## config.mk

```make
export PLATFORM = sky130hd
export DESIGN_NAME = program_sequencer
export DESIGN_NICKNAME = d
export VERILOG_FILES = /design/src/inc/seq_pkg.sv /design/src/core/program_sequencer.sv /design/src/core/return_stack.sv
export VERILOG_INCLUDE_DIRS = /design/src /design/src/inc
export SDC_FILE = /design/constraint.sdc
export NUM_CORES = 1
export LEC_CHECK = 0
export BUFFER_PORTS_ARGS = -buffer_cell sky130_fd_sc_hd__buf_4
export CAP_MARGIN = 15
export CORE_UTILIZATION = 52
export DETAILED_ROUTE_END_ITERATION = 12
export GPL_ROUTABILITY_DRIVEN = 0
export PLACE_DENSITY_LB_ADDON = 0.12
export SETUP_SLACK_MARGIN = 0.5
export SLEW_MARGIN = 30
export SYNTH_ARGS = -nofsm -noshare
export SYNTH_HDL_FRONTEND = slang
export SYNTH_HIERARCHICAL = 1
export SYNTH_SLANG_ARGS = --single-unit
```

## constraint.sdc

```tcl
create_clock -name aclk -period 5.9 [get_ports aclk]
set_input_delay 0.295 -clock aclk [delete_from_list [all_inputs] [get_ports aclk]]
set_output_delay 0.295 -clock aclk [all_outputs]
set_load 0.01 [all_outputs]
```

## src/inc/seq_regs.svh

```systemverilog
// register offsets, field positions, reset values and sizes of the program sequencer
`ifndef SEQ_REGS_SVH
`define SEQ_REGS_SVH

`define SEQ_PC_W          14
`define SEQ_STACK_DEPTH   12
`define SEQ_INSTR_W       16
`define SEQ_ADDR_W        12

`define SEQ_OFF_PC_LOW    12'h000
`define SEQ_OFF_STATUS    12'h004

`define SEQ_PC_RESET      14'h0000
`define SEQ_PCL_W         8

`define SEQ_STAT_PHASE_LSB 0
`define SEQ_STAT_DUMMY_BIT 4
`define SEQ_STAT_PEND_BIT  5

`define SEQ_PHASES_PER_CYCLE 4

`define SEQ_RESP_OKAY     2'h0
`define SEQ_RESP_SLVERR   2'h2

`endif
```

## src/inc/seq_pkg.sv

```systemverilog
// types shared by the program sequencer and its return-address stack
`include "seq_regs.svh"

package seq_pkg;

  typedef logic [`SEQ_PC_W-1:0]    pc_t;
  typedef logic [`SEQ_INSTR_W-1:0] instr_t;

  typedef enum logic [3:0] {
    PH_T1 = 4'b0001,
    PH_T2 = 4'b0010,
    PH_T3 = 4'b0100,
    PH_T4 = 4'b1000
  } phase_t;

  // decision of the decoder for the instruction in execution, sampled at the end of the last phase
  typedef struct packed {
    logic branch_instr;
    logic call;
    logic subroutine_return;
    logic interrupt_return;
    logic skip_taken;
    pc_t  target;
  } exec_ctl_t;

  typedef struct packed {
    logic push;
    logic pop;
    pc_t  data;
  } stack_req_t;

  typedef struct packed {
    logic [3:0] top;
    logic [3:0] count;
    logic [`SEQ_STACK_DEPTH-1:0][`SEQ_PC_W-1:0] entry;
  } stack_state_t;

  typedef struct packed {
    phase_t                  ph;
    pc_t                     pc;
    pc_t                     fetch_addr;
    logic                    fetch_en;
    instr_t                  ir;
    logic                    ir_valid;
    logic                    pcl_pend;
    logic [`SEQ_PCL_W-1:0]   pcl_val;
    logic                    irq_ack;
    logic                    awready;
    logic                    wready;
    logic                    aw_got;
    logic [`SEQ_ADDR_W-1:0]  aw_addr;
    logic                    w_got;
    logic [31:0]             wdata;
    logic                    wstrb0;
    logic                    bvalid;
    logic [1:0]              bresp;
    logic                    arready;
    logic                    rvalid;
    logic [31:0]             rdata;
    logic [1:0]              rresp;
  } seq_state_t;

endpackage

```

## src/core/program_sequencer.sv

```systemverilog
// program sequencer: phase generator, program counter, fetch/execute overlap and stack control
`timescale 1ns/1ps
`include "seq_regs.svh"

module program_sequencer
  import seq_pkg::*;
#(
  parameter int STACK_DEPTH = `SEQ_STACK_DEPTH
) (
  input  wire logic                   aclk,
  input  wire logic                   aresetn,
  // register bus
  input  wire logic [`SEQ_ADDR_W-1:0] s_axi_awaddr,
  input  wire logic                   s_axi_awvalid,
  output logic                        s_axi_awready,
  input  wire logic [31:0]            s_axi_wdata,
  input  wire logic [3:0]             s_axi_wstrb,
  input  wire logic                   s_axi_wvalid,
  output logic                        s_axi_wready,
  output logic [1:0]                  s_axi_bresp,
  output logic                        s_axi_bvalid,
  input  wire logic                   s_axi_bready,
  input  wire logic [`SEQ_ADDR_W-1:0] s_axi_araddr,
  input  wire logic                   s_axi_arvalid,
  output logic                        s_axi_arready,
  output logic [31:0]                 s_axi_rdata,
  output logic [1:0]                  s_axi_rresp,
  output logic                        s_axi_rvalid,
  input  wire logic                   s_axi_rready,
  // program memory
  output pc_t                         fetch_addr,
  output logic                        fetch_en,
  input  wire instr_t                 instr_data,
  // decoder
  output phase_t                      instruction_phases,
  output instr_t                      exec_instr,
  output logic                        exec_valid,
  input  wire exec_ctl_t              exec_ctl,
  // interrupt controller
  input  wire logic                   irq_pending,
  input  wire pc_t                    irq_vector,
  output logic                        irq_ack
);

  seq_state_t s;
  seq_state_t next_s;
  stack_req_t stack_req;
  logic       stack_full;
  pc_t        stack_top;

  // entries and pointer live only inside the stack module
  return_stack #(
    .DEPTH    (STACK_DEPTH)
  ) u_stack (
    .aclk     (aclk),
    .aresetn  (aresetn),
    .req      (stack_req),
    .full     (stack_full),
    .pop_data (stack_top)
  );

  logic                   xfer;
  logic                   wr_fire;
  logic [`SEQ_ADDR_W-1:0] wr_addr;
  logic [31:0]            wr_data;
  logic                   wr_strb0;
  logic [31:0]            status_word;

  always_comb begin
    status_word = 32'h0000_0000;
    status_word[`SEQ_STAT_PHASE_LSB +: 4] = s.ph;
    status_word[`SEQ_STAT_DUMMY_BIT]      = ~s.ir_valid;
    status_word[`SEQ_STAT_PEND_BIT]       = s.pcl_pend;
  end

  always_comb begin
    next_s    = s;
    stack_req = '0;
    xfer      = 1'b0;
    wr_fire   = 1'b0;
    wr_addr   = s.aw_addr;
    wr_data   = s.wdata;
    wr_strb0  = s.wstrb0;
    next_s.fetch_en = 1'b0;
    next_s.irq_ack  = 1'b0;

    // phase rotation
    case (s.ph)
      PH_T1: begin
        next_s.ph = PH_T2;
      end
      PH_T2: begin
        next_s.ph = PH_T3;
      end
      PH_T3: begin
        next_s.ph = PH_T4;
      end
      PH_T4: begin
        next_s.ph = PH_T1;
      end
      default: begin
        next_s.ph = PH_T1;
      end
    endcase

    // entering the first phase: advance the counter, start the next fetch
    if (s.ph == PH_T4) begin
      next_s.ir       = instr_data;
      next_s.ir_valid = 1'b1;
      if (s.ir_valid) begin
        if (exec_ctl.subroutine_return || exec_ctl.interrupt_return) begin
          next_s.pc     = stack_top;
          stack_req.pop = 1'b1;
          xfer          = 1'b1;
        end else if (exec_ctl.call) begin
          stack_req.push = 1'b1;
          stack_req.data = s.fetch_addr;
          next_s.pc      = exec_ctl.target;
          xfer           = 1'b1;
        end else if (exec_ctl.branch_instr) begin
          next_s.pc = exec_ctl.target;
          xfer      = 1'b1;
        end else if (exec_ctl.skip_taken) begin
          xfer = 1'b1;
        end
      end
      // right after reset nothing has been fetched yet, so this cycle runs as a dummy
      if (s.pc == s.fetch_addr) begin
        xfer = 1'b1;
      end
      if (!xfer && s.pcl_pend) begin
        next_s.pc       = {s.pc[`SEQ_PC_W-1:`SEQ_PCL_W], s.pcl_val};
        next_s.pcl_pend = 1'b0;
        xfer            = 1'b1;
      end
      if (!xfer && s.ir_valid && irq_pending && !stack_full) begin
        stack_req.push = 1'b1;
        stack_req.data = s.fetch_addr;
        next_s.pc      = irq_vector;
        next_s.irq_ack = 1'b1;
        xfer           = 1'b1;
      end
      if (xfer) begin
        next_s.ir_valid = 1'b0;
      end
    end

    if (s.ph == PH_T4) begin
      next_s.fetch_addr = next_s.pc;
      next_s.fetch_en   = 1'b1;
      next_s.pc         = next_s.pc + pc_t'(1);
    end

    // write channel: address and data in either order
    if (s_axi_awvalid && s.awready) begin
      next_s.aw_got  = 1'b1;
      next_s.aw_addr = s_axi_awaddr;
      wr_addr        = s_axi_awaddr;
    end
    if (s_axi_wvalid && s.wready) begin
      next_s.w_got  = 1'b1;
      next_s.wdata  = s_axi_wdata;
      next_s.wstrb0 = s_axi_wstrb[0];
      wr_data       = s_axi_wdata;
      wr_strb0      = s_axi_wstrb[0];
    end
    if (next_s.aw_got && next_s.w_got && !s.bvalid) begin
      wr_fire       = 1'b1;
      next_s.aw_got = 1'b0;
      next_s.w_got  = 1'b0;
      next_s.bvalid = 1'b1;
      next_s.bresp  = `SEQ_RESP_OKAY;
      if (wr_addr == `SEQ_OFF_PC_LOW) begin
        if (wr_strb0) begin
          // a new write wins over the clear at the phase boundary
          next_s.pcl_pend = 1'b1;
          next_s.pcl_val  = wr_data[`SEQ_PCL_W-1:0];
        end
      end else if (wr_addr != `SEQ_OFF_STATUS) begin
        next_s.bresp = `SEQ_RESP_SLVERR;
      end
    end
    if (s.bvalid && s_axi_bready) begin
      next_s.bvalid = 1'b0;
    end

    // read channel
    if (s_axi_arvalid && s.arready) begin
      next_s.rvalid = 1'b1;
      next_s.rresp  = `SEQ_RESP_OKAY;
      if (s_axi_araddr == `SEQ_OFF_PC_LOW) begin
        next_s.rdata = {24'h00_0000, s.pc[`SEQ_PCL_W-1:0]};
      end else if (s_axi_araddr == `SEQ_OFF_STATUS) begin
        next_s.rdata = status_word;
      end else begin
        next_s.rdata = 32'h0000_0000;
        next_s.rresp = `SEQ_RESP_SLVERR;
      end
    end else if (s.rvalid && s_axi_rready) begin
      next_s.rvalid = 1'b0;
    end

    next_s.awready = !next_s.aw_got && !next_s.bvalid;
    next_s.wready  = !next_s.w_got && !next_s.bvalid;
    next_s.arready = !next_s.rvalid;
  end

  always_ff @(posedge aclk) begin
    if (!aresetn) begin
      s            <= '0;
      s.ph         <= PH_T4;
      s.pc         <= `SEQ_PC_RESET;
      s.fetch_addr <= `SEQ_PC_RESET;
      s.awready    <= 1'b1;
      s.wready     <= 1'b1;
      s.arready    <= 1'b1;
    end else begin
      s <= next_s;
    end
  end

  always_comb begin
    s_axi_awready      = s.awready;
    s_axi_wready       = s.wready;
    s_axi_bresp        = s.bresp;
    s_axi_bvalid       = s.bvalid;
    s_axi_arready      = s.arready;
    s_axi_rdata        = s.rdata;
    s_axi_rresp        = s.rresp;
    s_axi_rvalid       = s.rvalid;
    fetch_addr         = s.fetch_addr;
    fetch_en           = s.fetch_en;
    instruction_phases = s.ph;
    exec_instr         = s.ir;
    exec_valid         = s.ir_valid;
    irq_ack            = s.irq_ack;
  end

endmodule

```

## src/core/return_stack.sv

```systemverilog
// hardware return-address stack, circular so that an overflow drops the oldest entry
`timescale 1ns/1ps
`include "seq_regs.svh"

module return_stack
  import seq_pkg::*;
#(
  parameter int DEPTH = `SEQ_STACK_DEPTH
) (
  input  wire logic       aclk,
  input  wire logic       aresetn,
  input  wire stack_req_t req,
  output logic            full,
  output pc_t             pop_data
);

  stack_state_t s;
  stack_state_t next_s;

  localparam logic [3:0] LAST  = 4'(DEPTH - 1);
  localparam logic [3:0] LIMIT = 4'(DEPTH);

  logic [3:0] below_top;

  always_comb begin
    below_top = (s.top == 4'h0) ? LAST : s.top - 4'h1;
    full      = (s.count == LIMIT);
    pop_data  = s.entry[below_top];
  end

  always_comb begin
    next_s = s;
    if (req.push) begin
      // writes over the oldest entry once full
      for (int i = 0; i < DEPTH; i++) begin
        if (s.top == 4'(i)) begin
          next_s.entry[i] = req.data;
        end
      end
      next_s.top = (s.top == LAST) ? 4'h0 : s.top + 4'h1;
      if (!full) begin
        next_s.count = s.count + 4'h1;
      end
    end else if (req.pop) begin
      next_s.top = below_top;
      if (s.count != 4'h0) begin
        next_s.count = s.count - 4'h1;
      end
    end
  end

  always_ff @(posedge aclk) begin
    if (!aresetn) begin
      s <= '0;
    end else begin
      s <= next_s;
    end
  end

endmodule

```

# --- After elaboration in Yosys (flattened, before gate mapping) ---
# Index checks and enable logic that the tools add are counted.
op_classes:
  shifts: 0
  n_reduce_logical: 43
  n_addsub: 5
  n_eq_ne: 20
  magnitude_cmp: 1
  div_mod_pow: 0
  mul: 0
  n_mux: 61
  bitwise_logic: 1
op_table:
  columns: ["operator", "count"]
  rows:
  - ["two-way mux 14 bit", 11]
  - ["binary-select mux 14 bit (select 4 bit)", 1]
  - ["two-way mux 34 bit", 1]
  - ["two-way mux 16 bit", 2]
  - ["two-way mux 8 bit", 4]
  - ["two-way mux 29 bit", 1]
  - ["two-way mux 9 bit", 3]
  - ["AND reduction 2 bit", 13]
  - ["two-way mux 1 bit", 25]
  - ["== test 4 bit, second input constant", 6]
  - ["zero test 12 bit", 2]
  - ["== test 4 x 3 -> 1 bit, second input constant", 5]
  - ["two-way mux 4 bit", 4]
  - ["adder 14 x 1 -> 14 bit, second input constant", 1]
  - ["== test 14 bit", 1]
  - ["logical AND 1 bit", 13]
  - ["two-way mux 13 bit", 1]
  - ["== test 12 x 3 -> 1 bit, second input constant", 1]
  - ["== test 4 x 2 -> 1 bit, second input constant", 3]
  - ["two-way mux 12 bit", 1]
  - ["inequality test 12 x 3 -> 1 bit, second input constant", 1]
  - ["one-hot mux 4 bit (3 select lines)", 1]
  - ["adder 4 x 1 -> 4 bit, second input constant", 2]
  - ["== test 4 x 1 -> 1 bit, second input constant", 2]
  - ["other kinds (13)", 26]
word_totals:
  n_memories: 0
  ff_bits: 324
  mem_bits_ro: 0
  latchBits: 0
  ram_bits: 0
  in_bits: 117
  elab_cells: 167

# --- Logic depth before layout (Yosys ltp) ---
logic_depth:
  word_depth: 19
  ltp_mapped: 22

# --- Cells and area by module ---
# Netlist, hierarchy kept.
by_module_without_submodules:
  columns: ["module", "n_inst", "cells_per_inst", "area_per_inst_um2"]
  rows:
  - ["return_stack", 1, 1009, 7861.3]
  - ["program_sequencer", 1, 703, 5494.0]

# --- Worst setup path before layout ---
# Ideal clock, no wire load.
synth_path:
  kind: "register to register"
  from: "register u_stack/s[172] (netlist name)"
  to: "register, netlist name s[139]"
  arrival_ns: 3.987
  period_less_slack_ns: 4.058
  n_path_buf: 4
  required_time_ns: 5.830
  slack_ns: 1.842
  path_stages_with_launch: 20
  cell_sequence: "dfxtp_1 inv_1 clkbuf_1 ha_1 buf_4 or3b_1 buf_2 a21oi_2 a221oi_1 o21ai_0 a32o_1 nor2_1 a21oi_1 o22ai_1 a2111o_1 nand2b_4 or3_1 buf_2 or3_1 a21oi_1"
synth_lines:
  columns: ["element", "line_no", "source"]
  rows:
  - ["start, declared", "return_stack.sv:17", "stack_state_t s;"]
  - ["start signal, assigned", "return_stack.sv:56", "s <= next_s;"]

==> flow_summary.ini <==
[floorplanning]
fp.dieH_um = 162
num_rows = 58
dieArea_sq_um = 26300
start_util = 0.530
core_area_sq_um = 25200
fp.dieW_um = 162
io_pins = 195

[hold_path]
worstHoldPathCells = 3
hold_class = in -> reg
min-delay-start = instr_data[7]
hold_end = exec_instr[7]$_SDFFE_PN0P_

[global_routing]
antenna_found_initial = 0
grtUsageTotal = 0.295
grt_pass1_vias = 11000
grt_max_degree = 99
gr-total-overflow = 0
grt_pass1_wl_um = 61000

[logic_synthesis]
synth-edff-count = 0
synth_top_family_by_area = simple AND/OR/NAND/NOR gates
yosysSeqAreaShare = 0.411
syn_avg_cell_area_sq_um = 7.80
ys.flop_type = dfxtp_1
synth_async_sr_flop_share = 0
synth_area_sq_um = 13400
synth-simple-area-share = 0.232
synth.distinct_cells = 75
synth_xor_area_frac = 0.0151
syn_inst = 1712
synth_compound_area_frac = 0.186
ys_warn_count = 6
synthAdderAreaFrac = 0.00806
synth-seq-cells = 274
muxShareOfSynthArea = 0.0653

[clock_network]
postCtsSetupBuffers = 0
clk_pin_slew_worst_paths_ns = 0.06
cts_sinks = 274
tritoncts = done
clockRootBuffer = clkbuf_16
numCtsBuffers = 29
clkLatencyLatePin_ns = 0.54
htree_levels = 1
cts_buffer_depth = 3

[timing]
finalHoldViolations = 0
slew_viol_final = 0
tightest_slew_ns = 0.868
setup_viol = 0
skew_ns = 0.00724
setup-tns-final_ns = 0
min_period_ns = 5.05
rsz0062_at_grt = false
finalWorstSetupSlack_ns = 0.848
max_slew_margin = 0.419
max_freq_ghz = 0.198
finalCritPeriodShare = 0.856

[routing]
drc = 0
wl_per_cell_um = 18.7
firstDrtPassIters = 6
vias = 12200
first_iter_violations = 1213
drt_wl_total_um = 39400
vias_per_cell = 5.79
antenna_left = 0

[worst_setup_path]
worst_r2r_endpoint = s[143]$_SDFF_PN0_
rrSetupSlack_ns = 0.85
start_kind = register
r2r_cells = 18
critPathKind = reg -> reg
arrival_ns = 5.52
r2r-start = u_stack/s[172]$_SDFFE_PN0P_
crit_fanout = 14
worst_ep_required_time_ns = 6.36
cp-end-kind = register

[cells_and_area]
area_growth_pct = 14.1
drive_gt1_frac = 0.153
nets = 1884
nFillCells = 2282
final_cell_area_sq_um = 15200
num_antenna_cells = 0

[pwr]
leakagePower_nw = 5.48
fin_total_pwr_mw = 4.36
power_density_nw_per_um2 = 286
vdd_drop_max_mv = 0.267

[placed_design]
numPortBuffers = 141
dp_hpwl_um = 26900
place_ws_ns = 1.01
place_area_sq_um = 14100

[flow_run]
cap_violations = 0

[status]
outcome = finished, final reports clean
## layout make-up
cell class                 count  area, sq um  share of cell area
tap                          330          413              0.0271
sequential                   274         5490               0.360
multi-input combinational   1251         6890               0.452
clock buffer                  42          825              0.0541
inverter                      17         68.8             0.00452
clock inverter                11          116             0.00764
timing repair buffer         186         1430              0.0941
## routing by layer
layer	routed length, um	part of all wire	GRT usage	vias to the layer above
li1	-	-	-	5866
met1	17100	0.43	0.424	5690
met2	17300	0.44	0.443	581
met3	3630	0.092	0.0457	80
met4	1380	0.035	0.109	0
met5	0	0	0	-
## metrics by stage
step	hold slack, ns	util	cells
finish	0.0177	0.605	2111
global route	0.00458	0.605	2111
CTS	0.000250	0.605	2111
detailed placement	0.442	0.561	2043
global placement	0.437	0.561	2043
floorplan	0.431	-	1737
## sequential cells by signal (all words and copies together) (netlist names), named ones only
register,count
fetch_addr,14
s_axi_rresp,1
s_axi_wready,1
s_axi_bvalid,1
s,45
irq_ack,1
instruction_phases,4
s_axi_arready,1
s_axi_rdata,8
s_axi_rvalid,1
s_axi_awready,1
u_stack/s,176
exec_valid,1
s_axi_bresp,1
exec_instr,16
fetch_en,1
## logic make-up (layout without fill, tap and decap cells)
logic type / count (synthesis) / count (layout)
multiplexers: 62 / 62
XOR/XNOR: 23 / 23
AO/OA/AOI/OAI: 412 / 412
other: 1 / 26
AND/OR/NAND/NOR: 720 / 720
buffers and inverters: 212 / 256
adder cells (fa/ha/maj): 8 / 8
flip-flops: 274 / 274
## cell usage after synthesis, types with 8 or more instances
cell	instances	area (sq um)
and2_1	20	125
dfxtp_1	274	5490
a211oi_1	15	113
nor2b_1	13	81.3
buf_2	14	70.1
buf_4	73	548
nor4_1	12	75.1
mux4_2	20	450
xnor2_1	19	166
o21ai_0	43	215
nand3_1	50	250
a221oi_1	15	131
nand4_1	8	50.1
mux2i_1	41	410
inv_1	15	56.3
clkbuf_1	103	387
nor2_1	98	368
a32o_1	8	80.1
and3_1	8	50.1
a21oi_1	251	1260
nand2_1	453	1700
nor3_1	19	95.1
or3_1	9	56.3
## layout by cell type (no fill, tap or decap), types with 9 or more instances in the layout
cell / netlist / routed
a211oi_1: 15 / 15
a21oi_1: 251 / 250
a221oi_1: 15 / 15
and2_1: 20 / 20
buf_4: 73 / 171
clkbuf_16: 0 / 29
conb_1: 1 / 26
dfxtp_1: 274 / 274
dlygate4sd3_1: 0 / 15
inv_1: 15 / 14
mux2i_1: 41 / 41
mux4_2: 20 / 20
nand2_1: 453 / 453
nand3_1: 50 / 49
nor2_1: 98 / 95
nor2b_1: 13 / 13
nor3_1: 19 / 18
nor4_1: 12 / 12
o21ai_0: 43 / 43
or3_1: 9 / 9
xnor2_1: 19 / 19
## worst max-delay path, cell delays in order (launching register included)
cell and delay, ns:
dfxtp_1 0.68, inv_1 0.08, buf_4 0.21, ha_2 0.34
inv_1 0.21, nor2_1 0.63, buf_4 0.28, nand3_1 0.08
nand3_1 0.16, a32o_1 0.26, o21a_1 0.14, a31oi_1 0.04
o2bb2ai_1 0.18, o21ai_0 0.10, a21oi_1 0.36, nand4_1 0.25
or3_1 0.42, or4_1 0.41, a21oi_1 0.14
## repair_timing
item                      4_1_cts  5_1_grt
gates resized for setup         0        0
hold endpoints to repair       15        0
hold buffers                   15        0
## worst max-delay path by stage
stage               slack, ns                end                        start  cells after the start
floorplan                1.84  s[139]$_SDFF_PN0_  u_stack/s[172]$_SDFFE_PN0P_                     19
global placement         1.03  s[143]$_SDFF_PN0_  u_stack/s[172]$_SDFFE_PN0P_                     17
detailed placement       1.01  s[143]$_SDFF_PN0_  u_stack/s[172]$_SDFFE_PN0P_                     17
CTS                      0.97  s[143]$_SDFF_PN0_  u_stack/s[172]$_SDFFE_PN0P_                     17
global route             0.64  s[140]$_SDFF_PN0_  u_stack/s[172]$_SDFFE_PN0P_                     20
finish                   0.85  s[143]$_SDFF_PN0_  u_stack/s[172]$_SDFFE_PN0P_                     18
## report_power, final
part	leakage, nW	internal, mW	switching (mW)
registers	2.22	1.91	0.0610
logic	2.80	0.238	0.363
clock network	0.456	1.06	0.736
Power figures use the tool's default switching activity.
